**src/shared/mux_ctrl_map.svh**
```systemverilog
`ifndef MUX_CTRL_MAP_SVH
`define MUX_CTRL_MAP_SVH

// Clock rate of ref_clk_i in MHz.
`define CLK_MHZ            200
// Width of every interval counter.
`define TIMER_W            12

// Address bit positions on the channel select pins.
`define ADDR_EXT_POS       3
`define ADDR_TWO_POS       2
`define ADDR_ONE_POS       1
`define ADDR_ZERO_POS      0

// Intervals in ns as they are specified.
`define SETTLE_NS          6000
`define ACQ_NS             10000
`define LATCH_NS           50
`define CONV_PULSE_NS      40
`define RELEASE_NS         10
`define START_TIMEOUT_NS   5000

// Least times round up, the longest wait rounds down.
`define SETTLE_CYC         ((`SETTLE_NS * `CLK_MHZ + 999) / 1000)
`define ACQ_CYC            ((`ACQ_NS * `CLK_MHZ + 999) / 1000)
`define LATCH_CYC          ((`LATCH_NS * `CLK_MHZ + 999) / 1000)
`define CONV_PULSE_CYC     ((`CONV_PULSE_NS * `CLK_MHZ + 999) / 1000)
`define RELEASE_CYC        ((`RELEASE_NS * `CLK_MHZ + 999) / 1000)
`define START_TIMEOUT_CYC  ((`START_TIMEOUT_NS * `CLK_MHZ) / 1000)

`endif

```
**src/shared/mux_ctrl_pkg.sv**
```systemverilog
package mux_ctrl_pkg;

    // Sequencer states, Gray coded along the conversion path.
    typedef enum logic [2:0] {
        S_IDLE    = 3'h0,
        S_LOAD    = 3'h1,
        S_SETTLE  = 3'h3,
        S_START   = 3'h2,
        S_CONV    = 3'h6,
        S_RELEASE = 3'h7,
        S_ACQ     = 3'h5
    } state_type;

    // One conversion order: mode and channel or pair number.
    typedef struct packed {
        logic       diff;
        logic [3:0] channel;
    } req_type;

    // Digital pins that face the multiplexer front end.
    typedef struct packed {
        logic address_extend_bit;
        logic addr_bit_two;
        logic addr_bit_one;
        logic addr_bit_zero;
        logic latch_ctrl;
        logic diff_mode;
    } pins_type;

endpackage

```
**src/rtl/mux_sample_hold_sequencer.sv**
```systemverilog
`timescale 1ns/1ps
`include "mux_ctrl_map.svh"
module mux_sample_hold_sequencer #(
    parameter int DATA_W      = 12,
    parameter bit CONT_SAMPLE = 1'b0
) (
    input  wire logic                  ref_clk_i,
    input  wire logic                  rst_b_i,
    input  wire logic                  ce_i,
    input  wire logic                  req_valid_i,
    input  mux_ctrl_pkg::req_type      req_i,
    output logic                       req_ready_o,
    input  wire logic                  adc_status_i,
    input  wire logic [DATA_W-1:0]     adc_data_i,
    output mux_ctrl_pkg::pins_type     pins_o,
    output logic                       hold_cmd_o,
    output logic                       convert_start_o,
    output logic                       result_valid_o,
    output logic [DATA_W-1:0]          result_data_o,
    output mux_ctrl_pkg::req_type      result_req_o,
    output logic                       error_o
);
    import mux_ctrl_pkg::*;

    localparam int TW = `TIMER_W;

    // Bad data widths, and settle or acquisition counts the timer cannot hold, are refused.
    if (DATA_W < 1 || DATA_W > 32) begin : g_bad_width
        $error("DATA_W must lie between 1 and 32");
    end
    if (`ACQ_CYC >= (1 << TW) || `SETTLE_CYC >= (1 << TW)) begin : g_bad_timer
        $error("Interval counts exceed the timer width");
    end

    state_type         state_q;
    state_type         state_d;
    pins_type          pins_q;
    req_type           cur_q;
    req_type           next_q;
    logic              pend_q;
    logic              seen_q;
    logic              hold_q;
    logic              conv_q;
    logic              ready_q;
    logic              res_valid_q;
    logic [DATA_W-1:0] res_data_q;
    req_type           res_req_q;
    logic              err_q;
    logic [TW-1:0]     pre_cnt_q;
    logic              status_meta_q;
    logic              status_sync_q;
    logic [DATA_W-1:0] data_meta_q;
    logic [DATA_W-1:0] data_sync_q;
    logic              t_load;
    logic [TW-1:0]     t_val;
    logic              t_expired;
    logic              accept;
    logic              status_fall;
    logic              timeout;

    // Differential orders force the extension bit high; pairs use the low bits.
    function automatic pins_type drive_addr(input req_type r, input logic latch);
        pins_type p;
        p.address_extend_bit = r.diff | r.channel[`ADDR_EXT_POS];
        p.addr_bit_two       = r.channel[`ADDR_TWO_POS];
        p.addr_bit_one       = r.channel[`ADDR_ONE_POS];
        p.addr_bit_zero      = r.channel[`ADDR_ZERO_POS];
        p.latch_ctrl         = latch;
        p.diff_mode          = r.diff;
        return p;
    endfunction

    // Timer load value for a wait of n cycles; the counter shows expiry one load later.
    function automatic logic [TW-1:0] cyc(input int n);
        return TW'(n - 1);
    endfunction

    interval_timer #(
        .W (TW)
    ) u_timer (
        .ref_clk_i (ref_clk_i),
        .rst_b_i   (rst_b_i),
        .ce_i      (ce_i),
        .load_i    (t_load),
        .value_i   (t_val),
        .expired_o (t_expired)
    );

    // Status and data come from the converter's clock-free pins.
    always_ff @(posedge ref_clk_i or negedge rst_b_i) begin
        if (!rst_b_i) begin
            status_meta_q <= 1'b0;
            status_sync_q <= 1'b0;
            data_meta_q   <= '0;
            data_sync_q   <= '0;
        end else if (ce_i) begin
            status_meta_q <= adc_status_i;
            status_sync_q <= status_meta_q;
            data_meta_q   <= adc_data_i;
            data_sync_q   <= data_meta_q;
        end
    end

    // Handshake and converter status terms; status is only trusted once seen high.
    assign accept      = req_valid_i & ready_q;
    assign status_fall = (state_q == S_CONV) & seen_q & ~status_sync_q;
    assign timeout     = (state_q == S_CONV) & ~seen_q & ~status_sync_q & t_expired;

    // Sequencer: latch, settle, start, convert, release, acquire.
    always_comb begin
        state_d = state_q;
        t_load  = 1'b0;
        t_val   = '0;
        case (state_q)
            S_IDLE: begin
                if (accept) begin
                    state_d = S_LOAD;
                    t_load  = 1'b1;
                    t_val   = cyc(`LATCH_CYC);
                end
            end
            S_LOAD: begin
                if (t_expired) begin
                    state_d = S_SETTLE;
                    t_load  = 1'b1;
                    t_val   = cyc(`SETTLE_CYC);
                end
            end
            S_SETTLE: begin
                if (t_expired) begin
                    state_d = S_START;
                    t_load  = 1'b1;
                    t_val   = cyc(`CONV_PULSE_CYC);
                end
            end
            S_START: begin
                if (t_expired) begin
                    state_d = S_CONV;
                    t_load  = 1'b1;
                    t_val   = cyc(`START_TIMEOUT_CYC);
                end
            end
            S_CONV: begin
                if (status_fall) begin
                    state_d = S_RELEASE;
                    t_load  = 1'b1;
                    t_val   = cyc(`RELEASE_CYC);
                end else if (timeout) begin
                    state_d = S_IDLE;
                end
            end
            S_RELEASE: begin
                if (t_expired) begin
                    state_d = S_ACQ;
                    t_load  = 1'b1;
                    t_val   = cyc(`ACQ_CYC);
                end
            end
            S_ACQ: begin
                if (t_expired && pre_cnt_q == '0) begin
                    // A prefetched address settled during the hold, so go straight on.
                    state_d = pend_q ? S_START : S_IDLE;
                    t_load  = pend_q;
                    t_val   = cyc(`CONV_PULSE_CYC);
                end
            end
            default: begin
                state_d = S_IDLE;
            end
        endcase
    end

    always_ff @(posedge ref_clk_i or negedge rst_b_i) begin
        if (!rst_b_i) begin
            state_q <= S_IDLE;
        end else if (ce_i) begin
            state_q <= state_d;
        end
    end

    // Orders are taken when idle, or once the converter is seen busy.
    always_ff @(posedge ref_clk_i or negedge rst_b_i) begin
        if (!rst_b_i) begin
            ready_q <= 1'b0;
        end else if (ce_i) begin
            ready_q <= (state_d == S_IDLE) ||
                       (state_d == S_CONV && state_q == S_CONV &&
                        (seen_q | status_sync_q) && !(pend_q | accept));
        end
    end

    // Pins change only together with a rising latch, so they are steady at its fall.
    always_ff @(posedge ref_clk_i or negedge rst_b_i) begin
        if (!rst_b_i) begin
            pins_q    <= '0;
            cur_q     <= '0;
            next_q    <= '0;
            pend_q    <= 1'b0;
            pre_cnt_q <= '0;
        end else if (ce_i) begin
            if (accept && state_q == S_IDLE) begin
                pins_q <= drive_addr(req_i, 1'b1);
                cur_q  <= req_i;
            end else if (accept) begin
                pins_q    <= drive_addr(req_i, 1'b1);
                next_q    <= req_i;
                pend_q    <= 1'b1;
                pre_cnt_q <= TW'(`LATCH_CYC);
            end else if (state_q == S_LOAD && t_expired) begin
                pins_q.latch_ctrl <= 1'b0;
            end else if (pre_cnt_q == TW'(1)) begin
                pins_q.latch_ctrl <= 1'b0;
                pre_cnt_q         <= '0;
            end else if (pre_cnt_q != '0) begin
                pre_cnt_q <= pre_cnt_q - 1'b1;
            end
            if (state_q == S_ACQ && state_d == S_START) begin
                cur_q  <= next_q;
                pend_q <= 1'b0;
            end
        end
    end

    // Convert pulse, and hold raised with it so the sample is frozen at once.
    always_ff @(posedge ref_clk_i or negedge rst_b_i) begin
        if (!rst_b_i) begin
            conv_q <= 1'b0;
            hold_q <= 1'b0;
            seen_q <= 1'b0;
        end else if (ce_i) begin
            conv_q <= (state_d == S_START);
            if (state_d == S_START && state_q != S_START) begin
                hold_q <= ~CONT_SAMPLE;
            end else if ((state_q == S_RELEASE && t_expired) || timeout) begin
                hold_q <= 1'b0;
            end
            if (state_q != S_CONV) begin
                seen_q <= 1'b0;
            end else if (status_sync_q) begin
                seen_q <= 1'b1;
            end
        end
    end

    // Data is taken after the release delay, when the last bit has surely settled.
    always_ff @(posedge ref_clk_i or negedge rst_b_i) begin
        if (!rst_b_i) begin
            res_valid_q <= 1'b0;
            res_data_q  <= '0;
            res_req_q   <= '0;
            err_q       <= 1'b0;
        end else if (ce_i) begin
            res_valid_q <= (state_q == S_RELEASE) && t_expired;
            err_q       <= timeout;
            if (state_q == S_RELEASE && t_expired) begin
                res_data_q <= data_sync_q;
                res_req_q  <= cur_q;
            end
        end
    end

    assign req_ready_o     = ready_q;
    assign pins_o          = pins_q;
    assign hold_cmd_o      = hold_q;
    assign convert_start_o = conv_q;
    assign result_valid_o  = res_valid_q;
    assign result_data_o   = res_data_q;
    assign result_req_o    = res_req_q;
    assign error_o         = err_q;

    // Helper counters: cycles since an address change and since return to sample.
    logic [TW-1:0] since_chg_q;
    logic [TW-1:0] since_rel_q;
    logic          chg_in_hold_q;
    logic [4:0]    prev_addr_q;
    logic [4:0]    cur_addr;
    assign cur_addr = {pins_q.address_extend_bit, pins_q.addr_bit_two,
                       pins_q.addr_bit_one, pins_q.addr_bit_zero, pins_q.diff_mode};

    always_ff @(posedge ref_clk_i or negedge rst_b_i) begin
        if (!rst_b_i) begin
            since_chg_q   <= '1;
            since_rel_q   <= '1;
            chg_in_hold_q <= 1'b0;
            prev_addr_q   <= '0;
        end else if (ce_i) begin
            prev_addr_q <= cur_addr;
            if (cur_addr != prev_addr_q) begin
                since_chg_q   <= '0;
                chg_in_hold_q <= hold_q;
            end else if (since_chg_q != '1) begin
                since_chg_q <= since_chg_q + 1'b1;
            end
            if (hold_q) begin
                since_rel_q <= '0;
            end else if (since_rel_q != '1) begin
                since_rel_q <= since_rel_q + 1'b1;
            end
        end
    end
endmodule // mux_sample_hold_sequencer

```
**src/rtl/interval_timer.sv**
```systemverilog
`timescale 1ns/1ps
module interval_timer #(
    parameter int W = 12
) (
    input  wire logic         ref_clk_i,
    input  wire logic         rst_b_i,
    input  wire logic         ce_i,
    input  wire logic         load_i,
    input  wire logic [W-1:0] value_i,
    output logic              expired_o
);

    logic [W-1:0] count_q;

    // Down counter; a load of N shows expiry N cycles later.
    always_ff @(posedge ref_clk_i or negedge rst_b_i) begin
        if (!rst_b_i) begin
            count_q <= '0;
        end else if (ce_i) begin
            if (load_i) begin
                count_q <= value_i;
            end else if (count_q != '0) begin
                count_q <= count_q - 1'b1;
            end
        end
    end

    // Expiry is a level so the sequencer may wait on other terms as well.
    assign expired_o = (count_q == '0);

endmodule // interval_timer

```
**config.mk**
```make
export PLATFORM = sky130hd
export DESIGN_NAME = mux_sample_hold_sequencer
export DESIGN_NICKNAME = d
export VERILOG_FILES = /design/src/shared/mux_ctrl_pkg.sv /design/src/rtl/mux_sample_hold_sequencer.sv /design/src/rtl/interval_timer.sv
export VERILOG_INCLUDE_DIRS = /design/src /design/src/shared
export SDC_FILE = /design/constraint.sdc
export NUM_CORES = 1
export LEC_CHECK = 0
export ABC_CLOCK_PERIOD_IN_PS = 5800
export BUFFER_PORTS_ARGS = -buffer_cell sky130_fd_sc_hd__buf_2
export CORE_UTILIZATION = 42
export CTS_CLUSTER_SIZE = 8
export DETAILED_ROUTE_END_ITERATION = 16
export GPL_TIMING_DRIVEN = 1
export HOLD_SLACK_MARGIN = 0.03
export PLACE_DENSITY = 0.61
export SLEW_MARGIN = 20
export SYNTH_ARGS = -nofsm -noshare
export SYNTH_HDL_FRONTEND = slang
export SYNTH_SLANG_ARGS = --single-unit
```
**constraint.sdc**
```tcl
create_clock -name ref_clk_i -period 5.8 [get_ports ref_clk_i]
set_input_delay 0.58 -clock ref_clk_i [delete_from_list [all_inputs] [get_ports ref_clk_i]]
set_output_delay 0.58 -clock ref_clk_i [all_outputs]
set_load 0.005 [all_outputs]
```
### After elaboration in Yosys (flattened, before gate mapping)

Index checks and enable logic that the tools add are counted.

| cells by class | value |
|---|---|
| $add $sub $neg | 2 |
| equal/unequal tests | 13 |
| multiplexer cells | 44 |
| bitwise gates (word level) | 12 |
| reduce and logical (&&, ||, !) cells | 37 |

Operators with widths:

| operator | count |
|---|---|
| $pmux 11 s7 | 1 |
| $mux 12 | 6 |
| $mux 3 | 10 |
| $logic_not 12->1 | 2 |
| $reduce_bool 12->1 | 2 |
| $sub 12x1->12 const B | 2 |
| $mux 11 | 2 |
| $pmux 3 s7 | 1 |
| $mux 1 | 16 |
| $reduce_and 2->1 | 7 |
| $eq 12x1->1 const B | 1 |
| $eq 3x3->1 const B | 4 |
| $reduce_bool 2->1 | 6 |
| $mux 10 | 1 |
| $mux 5 | 2 |
| $eq 3x2->1 const B | 3 |
| $logic_and 1x1->1 | 9 |
| $mux 4 | 2 |
| $and 1x1->1 | 6 |
| $logic_not 3->1 | 2 |
| $mux 6 | 1 |
| $reduce_and 3->1 | 2 |
| $pmux 1 s4 | 1 |
| $reduce_and 4->1 | 1 |
| other kinds (13) | 18 |

| word-level totals | value |
|---|---|
| register bits after elaboration | 93 |
| input port bits | 22 |
| output and inout bits | 28 |

### Logic depth before layout (Yosys ltp)

Gate-level depths: netlist of run 1.

| depth | value |
|---|---|
| depth after elaboration | 12 |
| mapped depth | 8 |
| mapped depth without buffers | 7 |

### By module

Synthesis of run 1 repeated with hierarchy kept, for this count alone.

| unflattened totals | value |
|---|---|
| cell total of the unflattened synthesis | 404 |
| area, all modules | 4596.9 µm² |

Modules (own cells, without submodules):

| module | instances | cells an instance | area each (µm²) | seq. area each (µm²) |
|---|---|---|---|---|
| mux_sample_hold_sequencer | 1 | 311 | 3757.4 | 2026.9 |
| interval_timer | 1 | 93 | 839.6 | 300.3 |

### Worst setup path after synthesis of run 1

OpenSTA, ideal clock, no wires.

| timing path | value |
|---|---|
| kind | register to register |
| start | reg u_timer.count_q[0] |
| end | reg res_data_q[10], in the netlist result_data_o[10] |
| arrival | 2.093 ns |
| slack | 3.580 ns |
| cell stages (with the launch flop) | 8 |
| buffers on the path | 1 |
| cells stage by stage | dfrtp_1 -> inv_1 -> ha_1 -> nor3b_4 -> nand3_4 -> nor3_4 -> buf_4 -> mux2_1 |

| between the ends | value |
|---|---|
| word-level cells in the longest chain between the ends | 3 |

RTL lines:

| element | RTL line | source |
|---|---|---|
| start, declared | interval_timer.sv:13 | `logic [W-1:0] count_q;` |
| start signal, assigned | interval_timer.sv:21 | `count_q <= value_i;` |
| start signal, assigned | interval_timer.sv:23 | `count_q <= count_q - 1'b1;` |
| $logic_not 12->1 | interval_timer.sv:29 | `assign expired_o = (count_q == '0);` |
| $logic_and 1x1->1 | mux_sample_hold_sequencer.sv:255 | `if (state_q == S_RELEASE && t_expired) begin` |
| $reduce_and 2->1 (no line) | n/a |  |
| end signal, assigned | mux_sample_hold_sequencer.sv:256 | `res_data_q <= data_sync_q;` |
| end, declared | mux_sample_hold_sequencer.sv:46 | `logic [DATA_W-1:0] res_data_q;` |

Every way passes these cells.
A chain may end at the register's enable or synchronous reset.

### Worst setup path after layout of run 1

| timing path | value |
|---|---|
| start | reg u_timer.count_q[0] |
| end | reg u_timer.count_q[3] |

| between the ends | value |
|---|---|
| word-level cells in the longest chain between the ends | 6 |

RTL lines:

| element |
|---|
| parallel branches: the longest is 6 deep, another holds $sub 12x1->12 |

Parallel ways; which one is timed is not known. The select of a mux whose other input is x is not followed.

==> results.toml, run 1 <==
[timing]
fin_crit_sh = 0.497
period_needed_ns = 2.88
fin_tns_setup_ns = 0
relSlewSlack = 0.295
max_freq_ghz = 0.347
skew_ns = 0.0107
setup_violations = 0
rsz0062_at_grt = "no"
hold_viol = 0
tightest_slew_ns = 1.05
finalMaxSlewViolations = 0

[floorplanning]
die_w_um = 106
fp.dieH_um = 106
floorplan.initialDensity = 0.437
rows = 37
dieArea_um2 = 11300
core_area_um2 = 10400
ioPinCount = 50

[setup_path]
r2r_end = "u_timer.count_q[3]$_DFFE_PN0P_"
worstPathCellList = "inv_1, ha_1, nor3b_4, o2111ai_1, o21ai_1, o221ai_1, a22o_1"
cp.arrival_ns = 3.15
crit_required_ns = 6.07
cp_slowest_cell = "o21ai_1"
worst_setup_path_end_kind = "register"
reg2reg_depth = 7
path_class = "reg2reg"
reg2reg_slack_ns = 2.92
r2r_start = "u_timer.count_q[0]$_DFFE_PN0P_"
start_kind = "register"
slowest_delay_ns = 0.79
crit_fanout = 13

[detailed_routing]
drc = 0
ant_nets = 0
wl_per_cell_um = 16.5
first_pass_iters = 4
drt-total-wl_um = 9470
viasPerCell = 5.77
num_vias = 3306
first_iter_violations = 170

[layout]
final_nets = 458
syn_to_final_growth_pct = 11.8
n_fill_cell = 953
instances_no_fill = 573
layout-drive-gt1-share = 0.265
fin_area_um2 = 5090
antennaDiodeCount = 0

[clock_tree]
htreeDepth = 3
cts_hold_buf = 0
ctsResizeCount = 0
cts_setup_buffers = 0
cts_tree = "yes"
clk_pin_slew_worst_paths_ns = 0.10
cts.path.max_buffers = 2
numClockSinks = 93
clockRootBuffer = "clkbuf_8"
cts_buffers = 9
worstSkewPairLatency_ns = 0.37

[synth]
yosysWarnings = 0
ys.flop_type = "dfrtp_1"
ys_seq_area_frac = 0.511
synthTopCellsByCount = "dfrtp_1, mux2_2, a21oi_1"
yosys.area.top_type = "dfrtp_1"
synth_cell_types = 68
synth_top_area_frac = 0.511
synth_most_common_cell = "dfrtp_1"
synthTopCellsByArea = "dfrtp_1, mux2_2, mux2_1"
synth_nets = 417
syn_area_per_cell_um2 = 11.6
ys_ff_latch = 93
synth_edf_count = 0
netlist_area_um2 = 4550
synth_cells = 391
synthArstFlopShare = 1.00

[status]
outcome = "finished clean"

[power_and_ir_drop]
p_switching_uw = 655
vdd_drop_max_v = 0.000186
pwr-share-seq = 0.515
leakage_nw = 2.29
p_per_area_nw_per_um2 = 360
p_sw_frac = 0.357
combinationalPowerShare = 0.255
power_frac_clock = 0.230
p_int_mw = 1.18

[placement]
place_inst = 557
gp_congestion = 0.826
placed_area_um2 = 4900
dp_hpwl_um = 6480
port-buffer-count = 49

[hold_path]
min_path_type = "in2async"

[global_routing]
grt_overflow = 0
grt_max_degree = 62
antenna_found_initial = 0
grtUsageTotal = 0.184
grt_pass1_vias = 3362
grt_pass1_wl_um = 16400

[run]
maxCapViolations = 0
[sequential cells by signal, summed over array words and instances (netlist names)]
register and flops:
convert_start_o 1, cur_q 5, data_meta_q 12, data_sync_q 12
error_o 1, hold_cmd_o 1, next_q 5, pend_q 1
pins_o 6, pre_cnt_q 12, req_ready_o 1, result_data_o 12
result_req_o 5, result_valid_o 1, seen_q 1, state_q 3
status_meta_q 1, status_sync_q 1, u_timer.count_q 12
[power by group through the flow]
stage / logic [mW] / clock network (mW) / registers, mW
after floorplan: 0.368 / 0 / 0.914
after global placement: 0.460 / 0 / 0.951
after detailed placement: 0.472 / 0 / 0.957
after CTS: 0.473 / 0.435 / 0.943
after global routing: 0.528 / 0.458 / 0.969
final: 0.467 / 0.422 / 0.945
[metrics by stage]
| stage | util | total power, mW | hold slack [ns] | setup WS [ns] |
|---|---|---|---|---|
| floorplan | - | 1.28 | 0.284 | 3.58 |
| global placement | 0.470 | 1.41 | 0.461 | 2.83 |
| detailed placement | 0.470 | 1.43 | 0.470 | 2.73 |
| CTS | 0.489 | 1.85 | 0.167 | 2.95 |
| global route | 0.489 | 1.96 | 0.195 | 2.72 |
| finish | 0.489 | 1.83 | 0.158 | 2.92 |
[routing by layer]
metal	share of wire	vias to the layer above	global-route usage	wire [µm]
met2	0.48	77	0.291	4500
met4	0.023	0	0.113	217
met5	0	-	0	0
li1	-	1582	-	-
met1	0.46	1634	0.237	4380
met3	0.040	13	0.0313	376
[worst max-delay path, delay by kind of cell, from the launching register on]
family	cells	cell delay [ns]
AOI/OAI and AO/OA	4	1.56
adders and majority gates	1	0.21
buffers and inverters	1	0.09
DFF	1	0.44
and+or+nand+nor	1	0.48
[how the worst max path moves through the flow]
stage	from	to	slack, ns	cells after the start
detailed placement	ce_i	pre_cnt_q[7]$_DFFE_PN0P_	2.73	8
finish	u_timer.count_q[0]$_DFFE_PN0P_	u_timer.count_q[3]$_DFFE_PN0P_	2.92	7
global route	u_timer.count_q[0]$_DFFE_PN0P_	u_timer.count_q[3]$_DFFE_PN0P_	2.72	7
floorplan	u_timer.count_q[0]$_DFFE_PN0P_	result_data_o[10]$_DFFE_PN0P_	3.58	7
global placement	ce_i	pre_cnt_q[9]$_DFFE_PN0P_	2.83	8
CTS	u_timer.count_q[0]$_DFFE_PN0P_	result_data_o[7]$_DFFE_PN0P_	2.95	6
[layout make-up]
| cell class | count | area (µm²) | share of cell area |
|---|---|---|---|
| clock inverter | 7 | 71.3 | 0.0140 |
| multi-input combinational | 267 | 2090 | 0.411 |
| clock buffer | 9 | 124 | 0.0243 |
| sequential | 93 | 2330 | 0.457 |
| inverter | 9 | 33.8 | 0.00664 |
| timing repair buffer | 52 | 270 | 0.0531 |
| tap | 136 | 170 | 0.0334 |
[placed cells by master (no fill, tap or decap), drive strengths merged, types with 2 or more instances in the layout]
| cell | instances |
|---|---|
| clkinv | 3 |
| a22o | 6 |
| buf | 52 |
| a2bb2oi | 5 |
| nand2 | 15 |
| mux2 | 54 |
| nor2b | 3 |
| dfrtp | 93 |
| ha | 4 |
| o21ai | 15 |
| o31ai | 11 |
| nor3b | 3 |
| clkbuf | 9 |
| nor4 | 5 |
| o22ai | 5 |
| a21o | 3 |
| o221ai | 2 |
| a21oi | 22 |
| nor2 | 20 |
| and2 | 2 |
| or2 | 3 |
| a31oi | 4 |
| o211ai | 7 |
| nand2b | 3 |
| o41ai | 4 |
| a41oi | 3 |
| a41o | 2 |
| o2111ai | 2 |
| o2111a | 2 |
| or4b | 3 |
| or4 | 7 |
| inv | 11 |
| nand3 | 7 |
| xnor2 | 2 |
| nand4 | 6 |
| clkinvlp | 2 |
| or3 | 7 |
| nor3 | 13 |
[cells by family after synthesis]
group	share of synthesized area
flops	0.511
compound gates	0.163
buf+inv	0.0291
mux	0.136
xor+xnor	0.00385
simple gates	0.147
fa+ha+maj	0.0110
Note: power is estimated with default switching activity, not from simulation.
==> run 2: changes to the inputs <==
--- a/config.mk
+++ b/config.mk
@@ -6,14 +6,14 @@
 export SDC_FILE = /design/constraint.sdc
 export NUM_CORES = 1
 export LEC_CHECK = 0
-export ABC_CLOCK_PERIOD_IN_PS = 5800
+export ABC_CLOCK_PERIOD_IN_PS = 2400
 export BUFFER_PORTS_ARGS = -buffer_cell sky130_fd_sc_hd__buf_2
 export CORE_UTILIZATION = 42
 export CTS_CLUSTER_SIZE = 8
 export DETAILED_ROUTE_END_ITERATION = 16
 export GPL_TIMING_DRIVEN = 1
 export HOLD_SLACK_MARGIN = 0.03
-export PLACE_DENSITY = 0.61
+export PLACE_DENSITY = 0.64
 export SLEW_MARGIN = 20
 export SYNTH_ARGS = -nofsm -noshare
 export SYNTH_HDL_FRONTEND = slang
==> constraint.sdc (replaced) <==
create_clock -name ref_clk_i -period 2.4 [get_ports ref_clk_i]
set_input_delay 0.24 -clock ref_clk_i [delete_from_list [all_inputs] [get_ports ref_clk_i]]
set_output_delay 0.24 -clock ref_clk_i [all_outputs]
set_load 0.005 [all_outputs]
==> run 2 against run 1 <==
Against the previous run: via count up 4.2%; register-to-register slack worse by 2.8 ns; fmax up 26%; sequential power up 140%; setup slack worse by 2.8 ns; routed wire length up 3.7%; clock skew up 0.0040 ns; sequential share of layout area down 2.8 points; clock power rose to 3.1 times the previous value; largest power group unchanged.
==> results.toml, run 2 (synthesized netlist as in run 1, its figures left out) <==
[layout]
final_cell_mix = "dfrtp_1, buf_2, mux2_2"
fin_util = 0.521
layout_commonest_cell = "dfrtp_1"
n_fill_cell = 920
antennaDiodeCount = 0
final_nets = 488
layout-drive-gt1-share = 0.319
syn_to_final_growth_pct = 19.1

[global_routing]
grt_pass1_vias = 3462
grtUsageTotal = 0.188
antenna_found_initial = 0
grt_pass1_wl_um = 16800
grt_max_degree = 48
grt_overflow = 0

[clock_tree]
worstSkewPairLatency_ns = 0.37
cts.path.max_buffers = 2
cts_buffers = 9
numClockSinks = 93
htreeDepth = 3
cts_tree = "yes"
clockRootBuffer = "clkbuf_8"
clk_pin_slew_worst_paths_ns = 0.10

[power_and_ir_drop]
p_switching_mw = 1.59
pwr-share-seq = 0.467
power_frac_clock = 0.267
leakage_nw = 2.48
vdd_drop_max_v = 0.000420
p_int_mw = 3.26
p_per_area_nw_per_um2 = 895
combinationalPowerShare = 0.265
p_sw_frac = 0.328

[setup_path]
worstPathCellList = "inv_1, ha_2, nor3b_4, buf_4, nand3_4, or3_4, a21oi_4, a2bb2oi_1"
crit_fanout = 7
cp.arrival_ns = 2.59
crit_required_ns = 2.69
cp_slowest_cell = "or3_4"
worst_setup_path_end_kind = "register"
slowest_delay_ns = 0.47
start_kind = "register"
path_class = "reg2reg"

[timing]
fin_crit_sh = 0.956
skew_ns = 0.0147
rsz0062_at_grt = "no"
max_freq_ghz = 0.436
tightest_slew_ns = 0.587
setup_violations = 0
relSlewSlack = 0.608
period_needed_ns = 2.29
fin_tns_setup_ns = 0
hold_viol = 0
finalMaxSlewViolations = 0

[floorplanning]
floorplan.initialDensity = 0.437
rows = 37
core_area_um2 = 10400
dieArea_um2 = 11300
ioPinCount = 50
die_w_um = 106
fp.dieH_um = 106

[detailed_routing]
drt-total-wl_um = 9830
num_vias = 3445
first_iter_violations = 209
viasPerCell = 5.71
ant_nets = 0
drc = 0
wl_per_cell_um = 16.3
first_pass_iters = 4

[placement]
port-buffer-count = 49
dp_hpwl_um = 6940
gp_congestion = 0.836

[hold_path]
min_path_type = "in2reg"

[run]
maxCapViolations = 0

[status]
outcome = "finished clean"
[run 2: cell types whose count changed in the layout (fill, tap and decap cells not counted), sizes merged]
cell,delta
buf,+29
dlygate4sd3,+1
clkinvlp,-1
inv,+1
clkinv,-3
bufinv,+3
[run 2: through the flow]
| step | hold WS, ns | setup WS, ns | cells | instance area [µm²] | power [mW] |
|---|---|---|---|---|---|
| final | 0.0876 | 0.106 | 603 | 5430 | 4.85 |
| after global routing | 0.0755 | 0.00397 | 603 | 5430 | 5.17 |
| after CTS | 0.0756 | 0.0486 | 600 | 5380 | 4.86 |
| after detailed placement | 0.129 | 0.0490 | 583 | 5120 | 3.55 |
| after global placement | 0.128 | 0.159 | 583 | 5120 | 3.51 |
| after floorplan | -0.0556 | 0.180 | 391 | 4550 | 3.10 |
[run 2: area by class of cell]
cell class	instances	area [µm²]	share of cell area
clock buffer	9	124	0.0228
clock inverter	7	129	0.0238
inverter	9	33.8	0.00623
multi-input combinational	267	2120	0.390
sequential	93	2330	0.429
tap	136	170	0.0314
timing repair buffer	82	523	0.0964
[run 2: path summary, 6_finish.rpt]
path	from	endpoint	slack, ns	cells after the start
max reg2reg	u_timer.count_q[1]$_DFFE_PN0P_	cur_q[2]$_DFFE_PN0P_	0.11	8
max	u_timer.count_q[1]$_DFFE_PN0P_	cur_q[2]$_DFFE_PN0P_	0.11	8
min reg2reg	pins_o[5]$_DFFE_PN0P_	pins_o[5]$_DFFE_PN0P_	0.48	2
max in group asynchronous	rst_b_i	seen_q$_DFFE_PN0P_	1.46	3
min	adc_data_i[10]	data_meta_q[10]$_DFFE_PN0P_	0.09	2
min in group asynchronous	rst_b_i	pins_o[3]$_DFFE_PN0P_	0.28	2
[run 2: routing by layer]
metal	wire length [µm]	up-vias	share of wire	global-route usage
met4	131	0	0.013	0.0675
met2	4670	89	0.47	0.301
met1	4590	1703	0.47	0.251
li1	-	1641	-	-
met5	0	-	0	0
met3	435	12	0.044	0.0392
[run 2: power by group through the flow]
stage          clock network (mW)  logic (mW)  registers [mW]
2_1_floorplan                   0       0.890            2.21
3_3_place_gp                    0        1.24            2.27
3_5_place_dp                    0        1.27            2.29
4_1_cts                      1.33        1.27            2.26
5_1_grt                      1.39        1.45            2.33
6_report                     1.30        1.29            2.27
[run 2: timing repair]
action,4_1_cts,5_1_grt
buffers inserted,0,3
resized for setup,0,5
endpoints found under the setup margin,0,27
hold buffers,1,0
hold endpoints to repair,22,0
[run 2: critical path, delay by kind of cell, from the launching register on]
family                   cells  cell delay, ns
AO/OA/AOI/OAI                2            0.43
AND/OR/NAND/NOR              3            0.87
flip-flops                   1            0.41
buffers and inverters        2            0.29
adder cells (fa/ha/maj)      1            0.22
==> run 3: changes to the inputs <==
--- a/config.mk
+++ b/config.mk
@@ -6,14 +6,14 @@
 export SDC_FILE = /design/constraint.sdc
 export NUM_CORES = 1
 export LEC_CHECK = 0
-export ABC_CLOCK_PERIOD_IN_PS = 2400
+export ABC_CLOCK_PERIOD_IN_PS = 2600
 export BUFFER_PORTS_ARGS = -buffer_cell sky130_fd_sc_hd__buf_2
 export CORE_UTILIZATION = 42
 export CTS_CLUSTER_SIZE = 8
 export DETAILED_ROUTE_END_ITERATION = 16
 export GPL_TIMING_DRIVEN = 1
 export HOLD_SLACK_MARGIN = 0.03
-export PLACE_DENSITY = 0.64
+export PLACE_DENSITY_LB_ADDON = 0.2
 export SLEW_MARGIN = 20
 export SYNTH_ARGS = -nofsm -noshare
 export SYNTH_HDL_FRONTEND = slang
==> constraint.sdc (replaced) <==
create_clock -name ref_clk_i -period 2.6 [get_ports ref_clk_i]
set_input_delay 0.26 -clock ref_clk_i [delete_from_list [all_inputs] [get_ports ref_clk_i]]
set_output_delay 0.26 -clock ref_clk_i [all_outputs]
set_load 0.005 [all_outputs]
==> run 3 against run 2 <==
Against the previous run: fmax down 3.9%; global-route usage is 0.60 points higher; worst hold slack better by 0.022 ns; utilization decreased by 2.0 points; clock power is 28% lower; flip-flop and latch count is the same; die area is the same; critical path depth did not move; power decreased by 14%; combinational power fell by 12%; via count fell by 0.93%; register-to-register slack gained 0.11 ns; critical endpoint is now cur_q[4]$_DFFE_PN0P_.
==> results.toml, run 3 (synthesized netlist as in run 1, its figures left out) <==
[status]
outcome = "finished clean"

[hold_path]
min_path_type = "in2reg"
whs_endpoint = "data_meta_q[7]$_DFFE_PN0P_"
min-delay-start = "adc_data_i[7]"
hold_depth = 2

[setup_path]
worst_setup_path_end_kind = "register"
r2r_start = "u_timer.count_q[0]$_DFFE_PN0P_"
start_kind = "register"
cp.arrival_ns = 2.67
crit_fanout = 9
reg2reg_slack_ns = 0.21
r2r_end = "cur_q[4]$_DFFE_PN0P_"
path_class = "reg2reg"
reg2reg_depth = 8
crit_required_ns = 2.88

[layout]
layout-drive-gt1-share = 0.288
layout_commonest_cell = "dfrtp_1"
syn_to_final_growth_pct = 14.5
instances_no_fill = 588
antennaDiodeCount = 0
final_nets = 473
final_cell_mix = "dfrtp_1, buf_2, mux2_2"
fin_area_um2 = 5220

[global_routing]
grt_pass1_vias = 3381
antenna_found_initial = 0
grt_max_degree = 49
grtUsageTotal = 0.194
grt_overflow = 0
grt_pass1_wl_um = 17100

[clock_tree]
cts_buffers = 9
cts_tree = "yes"
cts.path.max_buffers = 2
htreeDepth = 3
clk_pin_slew_worst_paths_ns = 0.11
worstSkewPairLatency_ns = 0.37
clockRootBuffer = "clkbuf_8"
numClockSinks = 93

[detailed_routing]
num_vias = 3413
first_iter_violations = 259
wl_per_cell_um = 17.0
drc = 0
first_pass_iters = 6
drt-total-wl_um = 10000
ant_nets = 0
viasPerCell = 5.80

[timing]
hold_viol = 0
period_needed_ns = 2.39
skew_ns = 0.0148
setup_violations = 0
finalMaxSlewViolations = 0
tightest_slew_ns = 0.764
max_freq_ghz = 0.419
rsz0062_at_grt = "no"
relSlewSlack = 0.486
fin_crit_sh = 0.918
fin_tns_setup_ns = 0

[power_and_ir_drop]
power_frac_clock = 0.225
p_int_mw = 2.69
leakage_nw = 2.38
p_sw_frac = 0.357
p_per_area_nw_per_um2 = 802
combinationalPowerShare = 0.273
power_mw = 4.18
pwr-share-seq = 0.502
vdd_drop_max_v = 0.000407
p_switching_mw = 1.49

[floorplanning]
core_area_um2 = 10400
ioPinCount = 50
floorplan.initialDensity = 0.437
rows = 37
die_w_um = 106
dieArea_um2 = 11300
fp.dieH_um = 106

[placement]
port-buffer-count = 49
place_inst = 571
placed_area_um2 = 5010
gp_congestion = 0.865
dp_hpwl_um = 7030

[run]
maxCapViolations = 0
==> run 3: how the worst max path moves through the flow <==
stage / cells past startpoint / from / slack, ns / to
floorplan: 7 / u_timer.count_q[0]$_DFFE_PN0P_ / 0.38 / result_data_o[10]$_DFFE_PN0P_
global placement: 7 / u_timer.count_q[6]$_DFFE_PN0P_ / 0.33 / u_timer.count_q[3]$_DFFE_PN0P_
detailed placement: 8 / u_timer.count_q[0]$_DFFE_PN0P_ / 0.22 / cur_q[4]$_DFFE_PN0P_
CTS: 8 / u_timer.count_q[0]$_DFFE_PN0P_ / 0.20 / cur_q[4]$_DFFE_PN0P_
global route: 8 / u_timer.count_q[0]$_DFFE_PN0P_ / 0.02 / cur_q[1]$_DFFE_PN0P_
finish: 8 / u_timer.count_q[0]$_DFFE_PN0P_ / 0.21 / cur_q[4]$_DFFE_PN0P_
==> run 3: per-layer routing <==
layer | track usage | wire length [µm] | vias up
li1 | - | - | 1606
met1 | 0.255 | 4530 | 1709
met2 | 0.311 | 4810 | 85
met3 | 0.0503 | 513 | 13
met4 | 0.0635 | 148 | 0
met5 | 0 | 0 | -
==> run 3: area by class of cell <==
type,count,area (µm²)
repair buffers,67,398
flip-flops and latches,93,2330
clock inverters,7,67.6
clock buffers,9,124
inverters,9,33.8
multi-input cells,267,2090
well taps,136,170
fillers,982,5200
==> run 3: worst max-delay path, cell delays in order (launching register included) <==
cell and delay, ns:
dfrtp_1 0.44, inv_1 0.10, ha_1 0.21, nor3b_4 0.22
buf_4 0.20, nand3_4 0.14, or3_1 0.57, a21oi_4 0.25
a2bb2oi_1 0.18
==> run 3: stage by stage <==
stage | setup slack (ns) | utilization | hold slack (ns)
floorplan | 0.380 | - | -0.0356
global route | 0.0188 | 0.501 | 0.0933
detailed placement | 0.223 | 0.481 | 0.321
global placement | 0.326 | 0.481 | 0.313
CTS | 0.202 | 0.501 | 0.0993
finish | 0.212 | 0.501 | 0.110
==> run 3: power groups by stage <==
stage	Sequential, mW	Combinational, mW	Clock (mW)
floorplan	2.04	0.821	0
global placement	2.11	1.11	0
detailed placement	2.12	1.15	0
CTS	2.09	1.15	0.978
global route	2.15	1.27	1.04
finish	2.10	1.14	0.942
==> run 3: timing repair <==
action | in CTS | in global routing
hold buffers | 1 | 0
hold endpoints to repair | 47 | 0
buffers inserted | 0 | 0
gates resized for setup | 0 | 0
